File: config.mk
export PLATFORM = sky130hd
export DESIGN_NAME = dsp_int_ctrl
export DESIGN_NICKNAME = d
export VERILOG_FILES = /design/src/rtl/dsp_int_pkg.sv /design/src/rtl/arb_if.sv /design/src/rtl/dsp_int_ctrl.sv /design/src/rtl/ext_pin_sync.sv /design/src/rtl/irq_arbiter.sv
export SDC_FILE = /design/constraint.sdc
export NUM_CORES = 1
export LEC_CHECK = 0
export ABC_AREA = 1
export BUFFER_PORTS_ARGS = -buffer_cell sky130_fd_sc_hd__buf_2
export CAP_MARGIN = 20
export CORE_UTILIZATION = 24
export CTS_BUF_LIST = sky130_fd_sc_hd__clkbuf_2
export CTS_CLUSTER_SIZE = 28
export DETAILED_ROUTE_END_ITERATION = 7
export GPL_TIMING_DRIVEN = 0
export PLACE_DENSITY_LB_ADDON = 0.2
export REMOVE_ABC_BUFFERS = 1
export SETUP_SLACK_MARGIN = 0.02
export SLEW_MARGIN = 20
export SYNTH_ARGS = -nofsm -noshare
export SYNTH_HDL_FRONTEND = slang
export SYNTH_SLANG_ARGS = --single-unit
File: constraint.sdc
create_clock -name clk -period 6.72 [get_ports clk]
set_input_delay 1.344 -clock clk [delete_from_list [all_inputs] [get_ports clk]]
set_output_delay 1.344 -clock clk [all_outputs]
set_load 0.005 [all_outputs]
File: src/rtl/dsp_int_pkg.sv
// Purpose: constants shared by the core interrupt logic
// Assumes: 32-bit Avalon-MM register bus, byte addresses, one word per register
// Notes: vector offsets are in program words relative to the vector base
package dsp_int_pkg;
   localparam int NUM_SRC = 4;
   localparam int PRIO_W = 2;
   localparam int PC_W = 20;
   localparam int ADDR_W = 5;
   localparam int SOFT_W = 6;
   localparam int CSTATE_W = 16;

   // pending bit order follows vector address order
   localparam int SRC_TIMER = 0;
   localparam int SRC_EXT = 1;
   localparam int SRC_SERIAL = 2;
   localparam int SRC_IPC = 3;

   localparam logic [PC_W-1:0] VEC_TRAP = 20'h00008;
   localparam logic [PC_W-1:0] VEC_SOFT_BASE = 20'h00060;
   localparam logic [PC_W-1:0] VEC_SOFT_LAST = 20'h0015C;
   localparam int VEC_TABLE_WORDS = 352;
   localparam int VEC_SLOT_SHIFT = 2;
   localparam logic [PC_W-1:0] SRC_VEC [NUM_SRC] = '{20'h00010, 20'h00030, 20'h00038, 20'h00044};
   localparam int TRAP_PRIORITY = 5;
   localparam int EXT_HOLD_CYCLES = 2;
   localparam int EXT_MIN_LATENCY = 4;

   localparam logic [ADDR_W-1:0] REG_PENDING = 5'h00;
   localparam logic [ADDR_W-1:0] REG_PRIO_LO = 5'h04;
   localparam logic [ADDR_W-1:0] REG_PRIO_HI = 5'h08;
   localparam logic [ADDR_W-1:0] REG_VBASE = 5'h0C;
   localparam logic [ADDR_W-1:0] REG_PSW = 5'h10;
   localparam logic [ADDR_W-1:0] REG_RET_PC = 5'h14;
   localparam logic [ADDR_W-1:0] REG_CSTATE = 5'h18;

   localparam int PSW_IEN_BIT = 14;
   localparam int PSW_CURRENT_PRIORITY_LEVEL_LSB = 0;
   localparam int PSW_PREVIOUS_PRIORITY_LEVEL_LSB = 2;

   localparam logic [NUM_SRC-1:0] RST_PENDING = 4'h0;
   localparam logic [3:0] RST_PRIO_HALF = 4'h0;
   localparam logic [PC_W-1:0] RST_PC = 20'h00000;
   localparam logic [CSTATE_W-1:0] RST_CSTATE = 16'h0000;
   localparam logic [PRIO_W-1:0] RST_LEVEL = 2'h0;
endpackage

File: src/rtl/arb_if.sv
// Purpose: pending and priority view handed to the arbiter, and its verdict
// Assumes: one two-bit priority field per source, lowest source in the low bits
// Notes: requester drives the view, the arbiter answers combinationally
`timescale 1ns/1ps
`default_nettype none
interface arb_if;
   import dsp_int_pkg::*;
   logic [NUM_SRC-1:0] pending;
   logic [NUM_SRC*PRIO_W-1:0] prio;
   logic [PRIO_W-1:0] floor;
   logic valid;
   logic [1:0] idx;
   logic [PRIO_W-1:0] level;
   modport requester (output pending, prio, floor, input valid, idx, level);
   modport arbiter (input pending, prio, floor, output valid, idx, level);
endinterface
`default_nettype wire

File: src/rtl/dsp_int_ctrl.sv
// Purpose: hardware and software interrupt handling of the signal-processor core
// Assumes: core strobes are one-cycle pulses synchronous to clk
// Notes: registers reached over Avalon-MM, two cycles per access
//
// Register access over Avalon-MM and the register offsets are this design's own decisions.
`timescale 1ns/1ps
`default_nettype none
module dsp_int_ctrl
   import dsp_int_pkg::*;
(
   // clock and reset
   input wire logic clk,
   input wire logic resetn,
   // register bus
   input wire logic [ADDR_W-1:0] avs_address,
   input wire logic avs_read,
   input wire logic avs_write,
   input wire logic [31:0] avs_writedata,
   output logic [31:0] avs_readdata,
   output logic avs_waitrequest,
   // interrupt sources
   input wire logic timer_irq,
   input wire logic serial_irq,
   input wire logic interprocessor_source,
   input wire logic external_irq_pin,
   input wire logic debug_trap,
   // core sequencer
   input wire logic instr_boundary,
   input wire logic [PC_W-1:0] core_pc,
   input wire logic enable_ints_instr,
   input wire logic disable_ints_instr,
   input wire logic ireturn_instr,
   input wire logic soft_int_instr,
   input wire logic [SOFT_W-1:0] soft_int_index,
   // vectoring
   output logic vector_take,
   output logic trap_take,
   output logic [PC_W-1:0] vector_addr,
   output logic return_take,
   output logic return_to_cache,
   output logic [PC_W-1:0] return_pc,
   // status
   output logic global_int_enable,
   output logic [PRIO_W-1:0] current_priority_level
);
   arb_if arb ();

   logic ext_rise;
   logic [NUM_SRC-1:0] src_evt;
   logic [NUM_SRC-1:0] pending_q;
   logic [3:0] priority_control_lo_q;
   logic [3:0] priority_control_hi_q;
   logic [PC_W-1:0] vbase_q;
   logic ien_q;
   logic [PRIO_W-1:0] current_priority_level_q;
   logic [PRIO_W-1:0] previous_priority_level_q;
   logic [PC_W-1:0] interrupt_return_pc_q;
   logic [CSTATE_W-1:0] cstate_q;
   logic handler_q;
   logic [1:0] active_src_q;
   logic ack_q;
   logic [31:0] rdata_q;
   logic take_trap;
   logic take_soft;
   logic take_hw;
   logic wr_en;
   logic [31:0] processor_status_word;
   logic [NUM_SRC-1:0] svc_clr;
   logic vector_take_q;
   logic trap_take_q;
   logic [PC_W-1:0] vector_addr_q;
   logic return_take_q;
   logic return_to_cache_q;
   logic [PC_W-1:0] return_pc_q;

   ext_pin_sync u_pin (
      .clk(clk),
      .resetn(resetn),
      .external_irq_pin(external_irq_pin),
      .rise(ext_rise)
   );

   irq_arbiter u_arb (
      .a(arb)
   );

   assign src_evt[SRC_TIMER] = timer_irq;
   assign src_evt[SRC_EXT] = ext_rise;
   assign src_evt[SRC_SERIAL] = serial_irq;
   assign src_evt[SRC_IPC] = interprocessor_source;

   assign arb.pending = pending_q;
   assign arb.prio = {priority_control_hi_q, priority_control_lo_q};
   assign arb.floor = current_priority_level_q;

   // trap and hardware service happen only at a boundary, soft whenever strobed; trap outranks all
   assign take_trap = instr_boundary & debug_trap;
   assign take_soft = soft_int_instr & ~take_trap;
   assign take_hw = instr_boundary & ~debug_trap & ~soft_int_instr & ien_q & arb.valid;

   // bus slave: waitrequest for one cycle, then the access completes
   assign avs_waitrequest = (avs_read | avs_write) & ~ack_q;
   assign wr_en = avs_write & ack_q;

   always_ff @(posedge clk or negedge resetn) begin
      if (!resetn) ack_q <= 1'b0;
      else ack_q <= (avs_read | avs_write) & ~ack_q;
   end

   assign processor_status_word = {17'h00000, ien_q, 10'h000, previous_priority_level_q, current_priority_level_q};

   always_ff @(posedge clk or negedge resetn) begin
      if (!resetn) begin
         rdata_q <= 32'h00000000;
      end else if (avs_read && !ack_q) begin
         case (avs_address)
            REG_PENDING: rdata_q <= {28'h0000000, pending_q};
            REG_PRIO_LO: rdata_q <= {28'h0000000, priority_control_lo_q};
            REG_PRIO_HI: rdata_q <= {28'h0000000, priority_control_hi_q};
            REG_VBASE: rdata_q <= {12'h000, vbase_q};
            REG_PSW: rdata_q <= processor_status_word;
            REG_RET_PC: rdata_q <= {12'h000, interrupt_return_pc_q};
            REG_CSTATE: rdata_q <= {16'h0000, cstate_q};
            default: rdata_q <= 32'h00000000;
         endcase
      end
   end
   assign avs_readdata = rdata_q;

   // pending bits, one per source
   assign svc_clr = take_hw ? (4'h1 << arb.idx) : 4'h0;
   generate
      for (genvar g = 0; g < NUM_SRC; g++) begin : g_pend
         logic blocked;
         // repeat from the source being handled is dropped until ei, return or a PSW write that sets the enable bit
         assign blocked = handler_q & ~ien_q & (active_src_q == 2'(g));
         always_ff @(posedge clk or negedge resetn) begin
            if (!resetn) begin
               pending_q[g] <= RST_PENDING[g];
            end else if (src_evt[g] && !blocked) begin
               pending_q[g] <= 1'b1;
            end else if (svc_clr[g]) begin
               pending_q[g] <= 1'b0;
            end else if (wr_en && avs_address == REG_PENDING && avs_writedata[g]) begin
               pending_q[g] <= 1'b0;
            end
         end
      end
   endgenerate

   // priority fields: software must disable globally before changing them
   always_ff @(posedge clk or negedge resetn) begin
      if (!resetn) begin
         priority_control_lo_q <= RST_PRIO_HALF;
         priority_control_hi_q <= RST_PRIO_HALF;
      end else if (wr_en) begin
         if (avs_address == REG_PRIO_LO) priority_control_lo_q <= avs_writedata[3:0];
         if (avs_address == REG_PRIO_HI) priority_control_hi_q <= avs_writedata[3:0];
      end
   end

   always_ff @(posedge clk or negedge resetn) begin
      if (!resetn) vbase_q <= RST_PC;
      else if (wr_en && avs_address == REG_VBASE) vbase_q <= avs_writedata[PC_W-1:0];
   end

   // global enable: instruction and service events win over a bus write
   always_ff @(posedge clk or negedge resetn) begin
      if (!resetn) begin
         ien_q <= 1'b0;
      end else if (take_hw || take_soft) begin
         ien_q <= 1'b0;
      end else if (ireturn_instr) begin
         ien_q <= 1'b1;
      end else if (disable_ints_instr) begin
         ien_q <= 1'b0;
      end else if (enable_ints_instr) begin
         ien_q <= 1'b1;
      end else if (wr_en && avs_address == REG_PSW) begin
         ien_q <= avs_writedata[PSW_IEN_BIT];
      end
   end

   // priority levels used for nesting; a trap leaves them alone
   always_ff @(posedge clk or negedge resetn) begin
      if (!resetn) begin
         current_priority_level_q <= RST_LEVEL;
         previous_priority_level_q <= RST_LEVEL;
      end else if (take_hw) begin
         previous_priority_level_q <= current_priority_level_q;
         current_priority_level_q <= arb.level;
      end else if (take_soft) begin
         previous_priority_level_q <= current_priority_level_q;
      end else if (ireturn_instr) begin
         current_priority_level_q <= previous_priority_level_q;
      end else if (wr_en && avs_address == REG_PSW) begin
         current_priority_level_q <= avs_writedata[PSW_CURRENT_PRIORITY_LEVEL_LSB +: PRIO_W];
         previous_priority_level_q <= avs_writedata[PSW_PREVIOUS_PRIORITY_LEVEL_LSB +: PRIO_W];
      end
   end

   // return address, overwritten by every nested hardware or soft entry, not by a trap
   always_ff @(posedge clk or negedge resetn) begin
      if (!resetn) begin
         interrupt_return_pc_q <= RST_PC;
      end else if (take_hw || take_soft) begin
         interrupt_return_pc_q <= core_pc;
      end else if (wr_en && avs_address == REG_RET_PC) begin
         interrupt_return_pc_q <= avs_writedata[PC_W-1:0];
      end
   end

   always_ff @(posedge clk or negedge resetn) begin
      if (!resetn) cstate_q <= RST_CSTATE;
      else if (wr_en && avs_address == REG_CSTATE) cstate_q <= avs_writedata[CSTATE_W-1:0];
   end

   // handler tracking for the lost-repeat case
   always_ff @(posedge clk or negedge resetn) begin
      if (!resetn) begin
         handler_q <= 1'b0;
         active_src_q <= 2'h0;
      end else if (take_hw) begin
         handler_q <= 1'b1;
         active_src_q <= arb.idx;
      end else if (ireturn_instr) begin
         handler_q <= 1'b0;
      end
   end

   // vector generation
   always_ff @(posedge clk or negedge resetn) begin
      if (!resetn) begin
         vector_take_q <= 1'b0;
         trap_take_q <= 1'b0;
         vector_addr_q <= RST_PC;
      end else begin
         vector_take_q <= take_trap | take_soft | take_hw;
         trap_take_q <= take_trap;
         if (take_trap) begin
            vector_addr_q <= vbase_q + VEC_TRAP;
         end else if (take_soft) begin
            vector_addr_q <= vbase_q + VEC_SOFT_BASE
                             + (PC_W'(soft_int_index) << VEC_SLOT_SHIFT);
         end else if (take_hw) begin
            vector_addr_q <= vbase_q + SRC_VEC[arb.idx];
         end
      end
   end

   // return: the cache loop takes precedence over the saved address
   always_ff @(posedge clk or negedge resetn) begin
      if (!resetn) begin
         return_take_q <= 1'b0;
         return_to_cache_q <= 1'b0;
         return_pc_q <= RST_PC;
      end else begin
         return_take_q <= ireturn_instr;
         if (ireturn_instr) begin
            return_to_cache_q <= cstate_q != RST_CSTATE;
            return_pc_q <= interrupt_return_pc_q;
         end
      end
   end

   assign vector_take = vector_take_q;
   assign trap_take = trap_take_q;
   assign vector_addr = vector_addr_q;
   assign return_take = return_take_q;
   assign return_to_cache = return_to_cache_q;
   assign return_pc = return_pc_q;
   assign global_int_enable = ien_q;
   assign current_priority_level = current_priority_level_q;
endmodule // dsp_int_ctrl
`default_nettype wire

File: src/rtl/ext_pin_sync.sv
// Purpose: catch rising edges of the external interrupt pin
// Assumes: pin held high at least two clocks
// Notes: first stage samples on the falling edge
`timescale 1ns/1ps
`default_nettype none
module ext_pin_sync (
   // clock and reset
   input wire logic clk,
   input wire logic resetn,
   // pin and edge
   input wire logic external_irq_pin,
   output logic rise
);
   logic s1_q;
   logic s2_q;
   logic s3_q;
   logic rise_q;

   always_ff @(negedge clk or negedge resetn) begin
      if (!resetn) s1_q <= 1'b0;
      else s1_q <= external_irq_pin;
   end

   always_ff @(posedge clk or negedge resetn) begin
      if (!resetn) begin
         s2_q <= 1'b0;
         s3_q <= 1'b0;
         rise_q <= 1'b0;
      end else begin
         s2_q <= s1_q;
         s3_q <= s2_q;
         // a level pin: only the low-to-high step counts as a request
         // registered so pin-to-vector never drops under four cycles
         rise_q <= s2_q & ~s3_q;
      end
   end

   assign rise = rise_q;
endmodule // ext_pin_sync
`default_nettype wire

File: src/rtl/irq_arbiter.sv
// Purpose: pick the pending enabled source to service next
// Assumes: priority 0 means disabled
// Notes: purely combinational
`timescale 1ns/1ps
`default_nettype none
module irq_arbiter
   import dsp_int_pkg::*;
(
   arb_if.arbiter a
);
   always_comb begin
      logic [PRIO_W-1:0] p;
      p = '0;
      a.valid = 1'b0;
      a.idx = 2'h0;
      a.level = '0;
      // walk downward with >= so the lowest bit wins a tie
      for (int i = NUM_SRC - 1; i >= 0; i--) begin
         p = a.prio[i*PRIO_W +: PRIO_W];
         if (a.pending[i] && p != '0 && p > a.floor && (!a.valid || p >= a.level)) begin
            a.valid = 1'b1;
            a.idx = 2'(i);
            a.level = p;
         end
      end
   end
endmodule // irq_arbiter
`default_nettype wire
==> results.ini <==
[layout]
fin_nets = 1320
area_growth_syn_to_layout_pct = 16.1
drive_gt1_share_pct = 20.2
fillCellCount = 3809

[power]
p_leak_uw = 0.00509
seqPwrFrac_pct = 42.2
clock_power_share_pct = 21.3
vdd_drop_max_mv = 0.158
power_density_nw_per_um2 = 272
switching_share_pct = 42.8
internal_power_uw = 1510
p_sw_uw = 1130
combPwrFrac_pct = 36.5

[timing]
setup_viol = 0
finalHoldViolations = 0
fin_crit_sh_pct = 90.9
final.setup.tns_ns = 0
rsz0062_at_grt = no
period_minus_slack_ns = 6.11
whs_ns = 0.280
tightest_slew_ns = 1.07
slew_headroom_pct = 28.3
fmax_mhz = 164
report.final.slew_viol_count = 0
finClkSkew_ns = 0.114

[global_route]
grt_overflow_total = 0
track_usage_pct = 15.7
grt_pass1_wl_um = 42600
grt_pass1_vias = 7293
antenna_found_initial = 2
grt_max_degree = 87

[logic_synthesis]
synth_top_area_cell = dfrtp_1
synth_edf_count = 0
seq_area_frac_synth_pct = 43.3
synth_top_area_share_pct = 43.0
synth_cell_types = 50
syn_avg_cell_area_sq_um = 7.73
yosysMostFrequentCell = nand2_1
mappedNetlistArea_sq_um = 8370
ys_ff_latch = 145
synthCells = 1083
ys.flop_type = dfrtp_1
synth_common_cells = nand2_1, dfrtp_1, inv_1
synth_area_leaders = dfrtp_1, nand2_1, ha_1
yosysWarnings = 0
async_reset_ff_share_pct = 100

[critical_path]
cp_slowest_stage_delay_ns = 0.49
cpMostUsedCell = nand2_1
cpLargestDelayFamily = simple AND/OR/NAND/NOR gates
critPathLaunchType = flip-flop
critPathBufInv = 7
crit_type = reg2reg
cp.required_ns = 7.43
cp-end-kind = flip-flop
path_max_fanout = 6
crit_arrival_ns = 6.82
critPathSlowestCell = dfrtp_2

[clock_tree]
cts_hold_buf = 0
cts-root-buf = clkbuf_2
cts_tree = built
ctsLongestPathBuffers = 2
ctsHtreeMaxLevel = 4
numCtsBuffers = 17
clkSinkCount = 145
clk_latency_ns = 0.76
clk_pin_slew_ns = 0.26

[die]
rows = 68
ios = 157
die_area_sq_um = 35600
die_w_um = 189
start_util_pct = 24.3
die_h_um = 189
fp.coreArea_sq_um = 34500

[placement]
gp_congestion = 0.840
hpwl_um = 20500
io_buffer_count = 132

[drt]
drc = 0
wl_per_cell_um = 16.3
drtIter0Drc = 427
first_pass_iters = 5
postRouteAntennaNets = 0
via_per_inst = 4.53
routed_wl_um = 27300
vias = 7571

[worst_hold_path]
hold_path.class = in2async

[run_status]
run_status = completed

[job]
cap_violations = 0

==> power by group through the flow <==
stage / clock (uW) / sequential, uW / combinational, uW
after CTS: 588 / 1120 / 961
after global routing: 620 / 1130 / 1100
after floorplan: 0 / 1100 / 634
final: 563 / 1110 / 964
after detailed placement: 0 / 1130 / 954
after global placement: 0 / 1130 / 935
==> metal layers <==
metal  GRT usage (%)  vias to the layer above  routed length, um
met5               0                        -                 12
met4            3.91                        2                395
met3            2.61                       24               1040
met2            26.2                      174              13000
met1            20.9                     3638              12900
li1                -                     3733                  -
==> cell type report <==
cell class	count	area, sq um	area share [%]
clock inverter	15	169	1.74
multi-input combinational	782	4050	41.7
tap	455	569	5.86
antenna	1	2.50	0.0257
sequential	145	3630	37.4
timing repair buffer	136	748	7.70
inverter	122	463	4.76
clock buffer	17	85.1	0.875
==> logic make-up after synthesis <==
kind of cell / after synthesis / share of synthesized area [%]
and+or+nand+nor: 565 / 29.8
other: 1 / 0.0448
AOI/OAI and AO/OA: 157 / 10.8
xor gates and xnor gates: 9 / 0.941
adders and majority gates: 39 / 6.01
buffers and inverters: 167 / 9.03
DFF: 145 / 43.3
==> timing repair <==
item                                    CTS  global route
gates resized for setup                   0             8
endpoints found under the setup margin    0             7
hold endpoints to repair                  0             0
setup buffers                             0             1
==> sequential cells by signal, indices dropped and copies added, names as in the netlist, 16 cells and up <==
register               cells
avs_readdata              20
cstate_q                  16
interrupt_return_pc_q     20
return_pc                 20
vbase_q                   20
vector_addr               20
==> through the flow <==
| step | total power (uW) | instances | util (%) | setup slack, ns | area, sq um |
|---|---|---|---|---|---|
| 2_1_floorplan | 1730 | 1049 | - | 1.42 | 8120 |
| 3_3_place_gp | 2070 | 1636 | 27.1 | -1.34 | 9350 |
| 3_5_place_dp | 2090 | 1638 | 27.3 | 0.407 | 9420 |
| 4_1_cts | 2660 | 1670 | 28.1 | 0.373 | 9670 |
| 5_1_grt | 2860 | 1673 | 28.2 | 0.0253 | 9720 |
| 6_report | 2640 | 1673 | 28.2 | 0.613 | 9720 |
==> path summary, 6_finish.rpt <==
path | start | cells after the start | slack, ns | end
worst max-delay path | current_priority_level[1] | 47 | 0.61 | vector_addr[18]
worst min-delay path | resetn | 1 | 0.28 | global_int_enable
worst max register to register | current_priority_level[1] | 47 | 0.61 | vector_addr[18]
worst min register to register | u_pin.s2_q | 0 | 0.41 | u_pin.s3_q
max in group asynchronous | resetn | 2 | 2.42 | u_pin.s1_q
min in group clk | u_pin.s2_q | 0 | 0.41 | u_pin.s3_q
==> layout by cell type (no fill, tap or decap), types with 3 or more instances in the layout <==
cell / synthesis / routed
a21oi_1: 31 / 30
a21oi_2: 2 / 3
a221oi_1: 7 / 7
buf_2: 12 / 131
clkbuf_2: 0 / 17
clkinvlp_4: 0 / 3
conb_1: 1 / 12
dfrtp_1: 144 / 142
ha_1: 37 / 36
inv_1: 102 / 101
inv_2: 17 / 18
inv_6: 0 / 3
inv_8: 0 / 5
nand2_1: 368 / 365
nand2_2: 17 / 20
nand3_1: 84 / 83
nand3_2: 7 / 8
nand4_1: 11 / 11
nor2_1: 50 / 49
nor2_2: 7 / 8
nor2_4: 4 / 4
nor4_1: 4 / 4
o211ai_1: 3 / 3
o21ai_0: 47 / 47
o21ai_1: 36 / 36
o21bai_1: 5 / 5
o221ai_1: 3 / 3
o22ai_1: 7 / 7
o31ai_1: 7 / 7
xor2_1: 7 / 7
(Power assumes the default switching activity.)
